===== src/verilog/csm_pkg.sv =====
/*
 * Constants and types for the clocked serial master receiver.
 * Assumes a Wishbone classic bus with 32-bit data and byte addresses.
 */
package csm_pkg;
    // Register byte offsets
    localparam logic [7:0] ADR_DATA = 8'h00;
    localparam logic [7:0] ADR_MODE = 8'h04;
    localparam logic [7:0] ADR_OPSET = 8'h08;
    localparam logic [7:0] ADR_STATUS = 8'h0C;
    localparam logic [7:0] ADR_START = 8'h10;
    localparam logic [7:0] ADR_FLAGCLR = 8'h14;
    localparam logic [7:0] ADR_PRESC = 8'h18;
    localparam logic [7:0] ADR_SOE = 8'h1C;
    localparam logic [7:0] ADR_CKO = 8'h20;
    // Field positions
    localparam int OPS_DAP = 0;
    localparam int OPS_CKP = 1;
    localparam int OPS_LSB = 2;
    localparam int OPS_LEN7 = 3;
    localparam int STS_OVF = 0;
    localparam int STS_BFF = 1;
    localparam int STS_TSF = 2;
    localparam int STS_SE = 3;
    localparam int STS_PEND = 4;
    localparam int TRG_START = 0;
    localparam int TRG_STOP = 1;
    localparam int CLR_OVF = 0;
    // Reset values
    localparam logic [7:0] DIV_RST = 8'h02;
    localparam logic [3:0] PSC_RST = 4'h0;
    localparam logic CKO_RST = 1'b1;
    // Frame and divider limits
    localparam logic [3:0] EDGES_8 = 4'hF;
    localparam logic [3:0] EDGES_7 = 4'hD;
    localparam logic [6:0] HALF_MIN = 7'h01;

    typedef enum logic {CSM_IDLE, CSM_SHIFT} csm_state_t;

    typedef struct packed {
        logic cyc;
        logic stb;
        logic we;
        logic [7:0] adr;
        logic [3:0] sel;
        logic [31:0] dat;
    } csm_wb_req_t;

    typedef struct packed {
        csm_state_t st;
        logic ack;
        logic [31:0] rdat;
        logic irq;
        logic sck;
        logic op_en;
        logic ovf;
        logic rxfull;
        logic txpend;
        logic [7:0] rxdata;
        logic [7:0] div;
        logic md;
        logic [3:0] ops;
        logic [3:0] psc;
        logic soe;
        logic cko;
        logic [14:0] pcnt;
        logic [6:0] hcnt;
        logic [3:0] ecnt;
        logic tog;
        logic lead;
        logic [7:0] sh;
    } csm_regs_t;
endpackage : csm_pkg

===== src/verilog/csm_master_rx.sv =====
/*
 * Clocked serial master receiver channel with Wishbone classic slave.
 * Assumes serial_in_i synchronous to clk_i; ce_i freezes all state.
 */
// The implementer's own choices: the Wishbone slave port and the placing of the registers.
`timescale 1ns/100ps
module csm_master_rx (
    // Clock, reset, enable
    input wire logic clk_i,
    input wire logic rst_i,
    input wire logic ce_i,
    // Wishbone slave
    input wire csm_pkg::csm_wb_req_t wb_req_i,
    output logic wb_ack_o,
    output logic [31:0] wb_dat_o,
    // Serial link
    input wire logic serial_in_i,
    output logic serial_clock_o,
    // Interrupt pulse
    output logic channel_irq_o
);
    csm_pkg::csm_regs_t r_reg;
    csm_pkg::csm_regs_t r_next;
    logic acc;
    logic ovf_clr;
    logic done;
    logic edge_ev;
    logic [14:0] pmask;
    logic [6:0] halfm1;
    logic [3:0] last_edge;

    // Register offset match
    function automatic logic hit(input logic [7:0] adr, input logic [7:0] off);
        hit = (adr[7:2] == off[7:2]);
    endfunction : hit

    // Received word aligned for length and order
    function automatic logic [7:0] fmt(input logic [7:0] sh, input logic lsb,
                                       input logic len7);
        if (!len7) begin
            fmt = sh;
        end else if (lsb) begin
            fmt = {1'b0, sh[7:1]};
        end else begin
            fmt = {1'b0, sh[6:0]};
        end
    endfunction : fmt

    // Next state of all registers
    always_comb begin
        r_next = r_reg;
        r_next.irq = 1'b0;
        acc = wb_req_i.cyc & wb_req_i.stb & ~r_reg.ack;
        ovf_clr = 1'b0;
        done = 1'b0;
        edge_ev = 1'b0;
        r_next.ack = acc;
        // Prescaler tick and half period length
        pmask = 15'((16'h0001 << r_reg.psc) - 16'h0001);
        halfm1 = (r_reg.div[7:1] == 7'h00) ? csm_pkg::HALF_MIN : r_reg.div[7:1];
        last_edge = r_reg.ops[csm_pkg::OPS_LEN7] ? csm_pkg::EDGES_7 : csm_pkg::EDGES_8;
        // Bus reads
        if (acc && !wb_req_i.we) begin
            r_next.rdat = 32'h0000_0000;
            if (hit(wb_req_i.adr, csm_pkg::ADR_DATA)) begin
                r_next.rdat = {16'h0000, r_reg.div, r_reg.rxdata};
                r_next.rxfull = 1'b0;
            end else if (hit(wb_req_i.adr, csm_pkg::ADR_MODE)) begin
                r_next.rdat = {31'h0000_0000, r_reg.md};
            end else if (hit(wb_req_i.adr, csm_pkg::ADR_OPSET)) begin
                r_next.rdat = {28'h000_0000, r_reg.ops};
            end else if (hit(wb_req_i.adr, csm_pkg::ADR_STATUS)) begin
                r_next.rdat = {27'h000_0000, r_reg.txpend, r_reg.op_en,
                               r_reg.st == csm_pkg::CSM_SHIFT, r_reg.rxfull, r_reg.ovf};
            end else if (hit(wb_req_i.adr, csm_pkg::ADR_PRESC)) begin
                r_next.rdat = {28'h000_0000, r_reg.psc};
            end else if (hit(wb_req_i.adr, csm_pkg::ADR_SOE)) begin
                r_next.rdat = {31'h0000_0000, r_reg.soe};
            end else if (hit(wb_req_i.adr, csm_pkg::ADR_CKO)) begin
                r_next.rdat = {31'h0000_0000, r_reg.cko};
            end
        end
        // Bus writes
        if (acc && wb_req_i.we) begin
            if (hit(wb_req_i.adr, csm_pkg::ADR_DATA)) begin
                if (wb_req_i.sel[1]) begin
                    r_next.div = wb_req_i.dat[15:8];
                end
                if (wb_req_i.sel[0] && r_reg.op_en) begin
                    if (r_reg.st == csm_pkg::CSM_IDLE) begin
                        r_next.st = csm_pkg::CSM_SHIFT;
                        r_next.pcnt = 15'h0000;
                        r_next.hcnt = 7'h00;
                        r_next.ecnt = 4'h0;
                        r_next.tog = 1'b0;
                        r_next.lead = r_reg.ops[csm_pkg::OPS_DAP];
                        r_next.sh = 8'h00;
                        r_next.irq = r_reg.md;
                    end else begin
                        r_next.txpend = 1'b1;
                    end
                end
            end else if (hit(wb_req_i.adr, csm_pkg::ADR_MODE) && wb_req_i.sel[0]) begin
                r_next.md = wb_req_i.dat[0];
            end else if (hit(wb_req_i.adr, csm_pkg::ADR_OPSET) && wb_req_i.sel[0]) begin
                r_next.ops = wb_req_i.dat[3:0];
            end else if (hit(wb_req_i.adr, csm_pkg::ADR_START) && wb_req_i.sel[0]) begin
                if (wb_req_i.dat[csm_pkg::TRG_START]) begin
                    r_next.op_en = 1'b1;
                end
                if (wb_req_i.dat[csm_pkg::TRG_STOP]) begin
                    r_next.op_en = 1'b0;
                    r_next.st = csm_pkg::CSM_IDLE;
                    r_next.txpend = 1'b0;
                end
            end else if (hit(wb_req_i.adr, csm_pkg::ADR_FLAGCLR) && wb_req_i.sel[0]) begin
                ovf_clr = wb_req_i.dat[csm_pkg::CLR_OVF];
            end else if (hit(wb_req_i.adr, csm_pkg::ADR_PRESC) && wb_req_i.sel[0]) begin
                r_next.psc = wb_req_i.dat[3:0];
            end else if (hit(wb_req_i.adr, csm_pkg::ADR_SOE) && wb_req_i.sel[0]) begin
                r_next.soe = wb_req_i.dat[0];
            end else if (hit(wb_req_i.adr, csm_pkg::ADR_CKO) && wb_req_i.sel[0]) begin
                r_next.cko = wb_req_i.dat[0];
            end
        end
        if (ovf_clr) begin
            r_next.ovf = 1'b0;
        end
        // Shift engine, clocked by prescaled half periods
        if (r_reg.st == csm_pkg::CSM_SHIFT && r_next.st == csm_pkg::CSM_SHIFT) begin
            r_next.pcnt = (r_reg.pcnt == pmask) ? 15'h0000 : r_reg.pcnt + 15'h0001;
            if (r_reg.pcnt == pmask) begin
                r_next.hcnt = (r_reg.hcnt == halfm1) ? 7'h00 : r_reg.hcnt + 7'h01;
                edge_ev = (r_reg.hcnt == halfm1);
            end
        end
        if (edge_ev) begin
            if (r_reg.lead) begin
                r_next.lead = 1'b0;
            end else begin
                r_next.tog = ~r_reg.tog;
                if (r_reg.ecnt[0]) begin
                    // Sample on second edge of each bit
                    r_next.sh = r_reg.ops[csm_pkg::OPS_LSB] ? {serial_in_i, r_reg.sh[7:1]}
                                : {r_reg.sh[6:0], serial_in_i};
                end
                if (r_reg.ecnt == last_edge) begin
                    done = 1'b1;
                    r_next.rxdata = fmt(r_next.sh, r_reg.ops[csm_pkg::OPS_LSB],
                                        r_reg.ops[csm_pkg::OPS_LEN7]);
                    if (r_next.rxfull) begin
                        r_next.ovf = 1'b1;
                    end
                    r_next.rxfull = 1'b1;
                    // Pending word includes a write landing on this very edge
                    r_next.irq = ~r_reg.md | r_next.txpend;
                    r_next.ecnt = 4'h0;
                    r_next.tog = 1'b0;
                    r_next.sh = 8'h00;
                    if (r_next.txpend) begin
                        r_next.txpend = 1'b0;
                        r_next.lead = r_reg.ops[csm_pkg::OPS_DAP];
                    end else begin
                        r_next.st = csm_pkg::CSM_IDLE;
                    end
                end else begin
                    r_next.ecnt = r_reg.ecnt + 4'h1;
                end
            end
        end
        // Serial clock level, idle or polarity applied
        if (r_next.st == csm_pkg::CSM_IDLE) begin
            r_next.sck = r_next.cko;
        end else begin
            r_next.sck = r_reg.ops[csm_pkg::OPS_CKP] ^ ~r_next.tog;
        end
    end

    // State register with clock enable
    always_ff @(posedge clk_i) begin
        if (rst_i) begin
            r_reg <= '{st: csm_pkg::CSM_IDLE, div: csm_pkg::DIV_RST,
                       psc: csm_pkg::PSC_RST, cko: csm_pkg::CKO_RST,
                       sck: csm_pkg::CKO_RST, default: '0};
        end else if (ce_i) begin
            r_reg <= r_next;
        end
    end

    // Outputs straight from flops
    assign wb_ack_o = r_reg.ack;
    assign wb_dat_o = r_reg.rdat;
    assign serial_clock_o = r_reg.sck;
    assign channel_irq_o = r_reg.irq;
endmodule : csm_master_rx


===== config.mk =====
export PLATFORM = sky130hd
export DESIGN_NAME = csm_master_rx
export DESIGN_NICKNAME = d
export VERILOG_FILES = /design/src/verilog/csm_pkg.sv /design/src/verilog/csm_master_rx.sv
export SDC_FILE = /design/constraint.sdc
export NUM_CORES = 1
export LEC_CHECK = 0
export ABC_AREA = 0
export BUFFER_PORTS_ARGS = -buffer_cell sky130_fd_sc_hd__buf_2
export CAP_MARGIN = 20
export CORE_MARGIN = 10
export CORE_UTILIZATION = 60
export CTS_BUF_LIST = sky130_fd_sc_hd__clkbuf_4 sky130_fd_sc_hd__clkbuf_8
export DETAILED_ROUTE_END_ITERATION = 8
export GPL_TIMING_DRIVEN = 1
export PLACE_DENSITY_LB_ADDON = 0.05
export RECOVER_POWER = 50
export SLEW_MARGIN = 40
export SYNTH_ARGS = -nofsm -noshare
export SYNTH_HDL_FRONTEND = slang
export SYNTH_SLANG_ARGS = --single-unit

===== constraint.sdc =====
create_clock -name clk_i -period 5.85 [get_ports clk_i]
set_input_delay 0 -clock clk_i [delete_from_list [all_inputs] [get_ports clk_i]]
set_output_delay 0 -clock clk_i [all_outputs]
set_load 0.03 [all_outputs]

==> summary.md <==
| Metric | Value |
|---|---|
| Part of the Yosys area used for sequential elements | 32.00% |
| Util after Layout | approximately 66% |
| Worst hold start | wb_req_i[45] |
| Hold Crit Depth | 5 |
| Footprint of the multi-input gates | around 0.0032 sq mm |
| Routed vias/inst | 6.292 |
| Critical path class | flop to flop |
| Ys async rst share | 0% |
| Port bufs | 45 |
| Post-CTS Hold Buffers | 12 |
| CTS tree | yes |
| Global route total overflow | 0 |
| Leakage | 2.126 nW |
| Met3 routed WL | roughly 800 um |
| Clk sink count | 87 |
| Reg2reg path depth | 10 |
| Post-CTS setup buffer count | 0 |
| H-tree depth | 3 |
| Area delta synth->final | 5.517% |
| Largest net degree at the start of global routing | 82 |
| Full die area | between 0.01 and 0.015 sq mm |
| Total track usage | 20.66% |
| Hold crit path type | primary input to flop |
| MaxCap Viol Count | 0 |
| Cell taking the most area after synthesis | dfxtp_1 |
| PD cells | roughly 190 mW/mm^2 |
| Worst Path Arrival | 4460 ps |
| Num CTS Buffers | 9 |
| Rows | 34 |
| Post-Route WL | 13980 um |
| Required time of the worst setup path | 6080 ps |
| Fill cells | about 750 |
| Ant diodes | 0 |
| # nets final | approximately 730 |
| Post-synth EDFFs | 0 |
| Vias in the first global route | 4578 |
| Yosys top cell area share | 32.00% |
| Post-cts resize count | 0 |
| Mean post-synth cell area | 8.160 sq um |
| Reg-to-reg critical path startpoint | r_reg[38] |
| RSZ-0062 raised after global routing | false |
| First-pass GRT wire length | 22860 um |
| Clk root buf | clkbuf_8 |
| Post-synthesis cell area | 0.005443 sq mm |
| Final Max Tran Viols | 0 |
| DR pass1 iterations | 5 |
| Netlist cell types | 67 |
| Final period util | 72.32% |
| Final min period | 4231 ps |
| Vert. Die Dim | between 100 and 150 um |
| Least-Margin Pin Slew | 1053 ps |
| Core area | 0.008763 sq mm |
| Main flop type after synthesis | dfxtp_1 |
| Worst R2R End | r_reg[31] |
| Via count | 4971 |
| FF+latch count, synth | 87 |
| Top sig layer | met4 |
| Critical Path Sink Type | flop |
| Final Skew | 15.42 ps |
| Peak supply drop | 179.0 uV |
| CTS clock-pin slew for the worst setup and hold paths | 100 ps |
| Cells after Synth | between 600 and 700 |
| Register area | around 0.0017 sq mm |
| FMAX | 236.4 MHz |
| Outcome | complete, no violations |
| Worst reg2reg setup slack | 1620 ps |
| Setup TNS | 0 ps |
| Final Instance Area | about 0.0057 sq mm |
| Drt drc | 0 |
| I/O Pins | 86 |
| Initial Utilization | 62.11% |
| Met2 WL | 6918 um |
| Layout cells sized above 1 | 12.32% |
| Gpl congestion | 0.9663 |
| CP startpoint kind | flop |
| Worst-Skew Late Latency | 370 ps |
| Final setup viols | 0 |
| CP max FO | 23 |
| Cell Area, Placed | 0.005431 sq mm |
| Wire length per cell | 17.69 um |
| Largest register FFs | 68 |
| Antenna violations before repair | 0 |
| DRT iter0 DRCs | 409 |
| Die W | 115.2 um |
| Post-DRT Antenna Nets | 0 |
| Post-DP HPWL | 9890 um |
| Hold EP | wb_ack_o |
| Final Hold Violating Endpoints | 0 |
| Synthesis Warnings | 0 |
| Area contributors post-synth | dfxtp_1, mux2i_1, nor2_1, buf_4, nand2_1 |
| Clock Tree Buf Depth | 2 |
| Wire length on met1 | roughly 6100 um |
| Rel. slew slack | between 20% and 30% |
==> worst max-delay path: stages, from the launching register on <==
cell,delay (ps)
dfxtp_1,790
or4_4,250
ha_1,660
or3b_1,460
a211o_1,270
o211ai_1,140
nand4b_1,240
nor3_2,560
nor2_2,330
a41oi_1,290
a311oi_1,70
==> worst max-delay path by stage <==
stage / startpoint / end / slack (ps) / cells after the start
6_report: r_reg[38] / r_reg[31] / 1620 / 10
2_1_floorplan: r_reg[39] / r_reg[1] / 2420 / 14
3_3_place_gp: r_reg[38] / r_reg[33] / 1650 / 10
4_1_cts: r_reg[38] / r_reg[31] / 1680 / 10
3_5_place_dp: r_reg[38] / r_reg[31] / 1720 / 10
5_1_grt: r_reg[38] / r_reg[31] / 1380 / 10
==> metrics by stage <==
stage	worst slack [ps]	total power, mW	instances	hold WS, ps
final	1619	1.112	790	14.04
after global routing	1377	1.143	790	44.47
after CTS	1679	1.112	789	6.472
after detailed placement	1718	0.6702	762	218.0
after global placement	1648	0.6696	762	205.3
after floorplan	2419	0.6605	682	110.1
==> final cells by class <==
| class | instances | share of cell area [%] |
|---|---|---|
| Inverter | 10 | 0.6536 |
| Clock inverter | 6 | 1.373 |
| Multi-Input combinational cell | 507 | 56.56 |
| Clock buffer | 9 | 2.157 |
| Tap cell | 108 | 2.353 |
| Sequential cell | 87 | 30.33 |
| Timing Repair Buffer | 63 | 6.580 |
==> logic make-up after synthesis <==
family,after synthesis,share of synthesized area [%]
xor+xnor,13,2.092
flops,87,32.00
simple gates,270,27.15
buf+inv,88,9.287
compound gates,156,19.20
fa+ha+maj,4,0.9196
other cells,1,0.06890
mux,48,9.287
==> per-layer routing <==
| layer | vias to the layer above | GRT usage [%] |
|---|---|---|
| met2 | 169 | 34.61 |
| met5 | - | 0 |
| met1 | 2379 | 26.17 |
| met4 | 0 | 5.776 |
| li1 | 2405 | - |
| met3 | 18 | 4.323 |
==> power breakdown <==
part,internal (mW),leakage (nW),switching [mW],total [mW]
clock,0.204,0.104,0.242,0.447
sequential,0.594,0.701,0.00144,0.595
combinational,0.0202,1.32,0.0502,0.0704
==> layout by cell type (no fill, tap or decap), types with 17 or more instances in the layout <==
cell type,n
dfxtp_1,87
nor2_1,72
nand2_1,62
a21oi_1,39
o21ai_0,34
mux2i_1,28
buf_2,25
nor3_1,20
clkbuf_1,20
mux2_2,19
nand3_1,19
a22oi_1,17
==> cell usage after synthesis (17+ instances only) <==
library cell / count
mux2i_1: 28
buf_4: 33
nor3_1: 20
nor2_1: 73
mux2_2: 19
nand2_1: 62
a21oi_1: 39
dfxtp_1: 87
a22oi_1: 17
clkbuf_1: 29
nand3_1: 19
o21ai_0: 34
(Power assumes the default switching activity.)
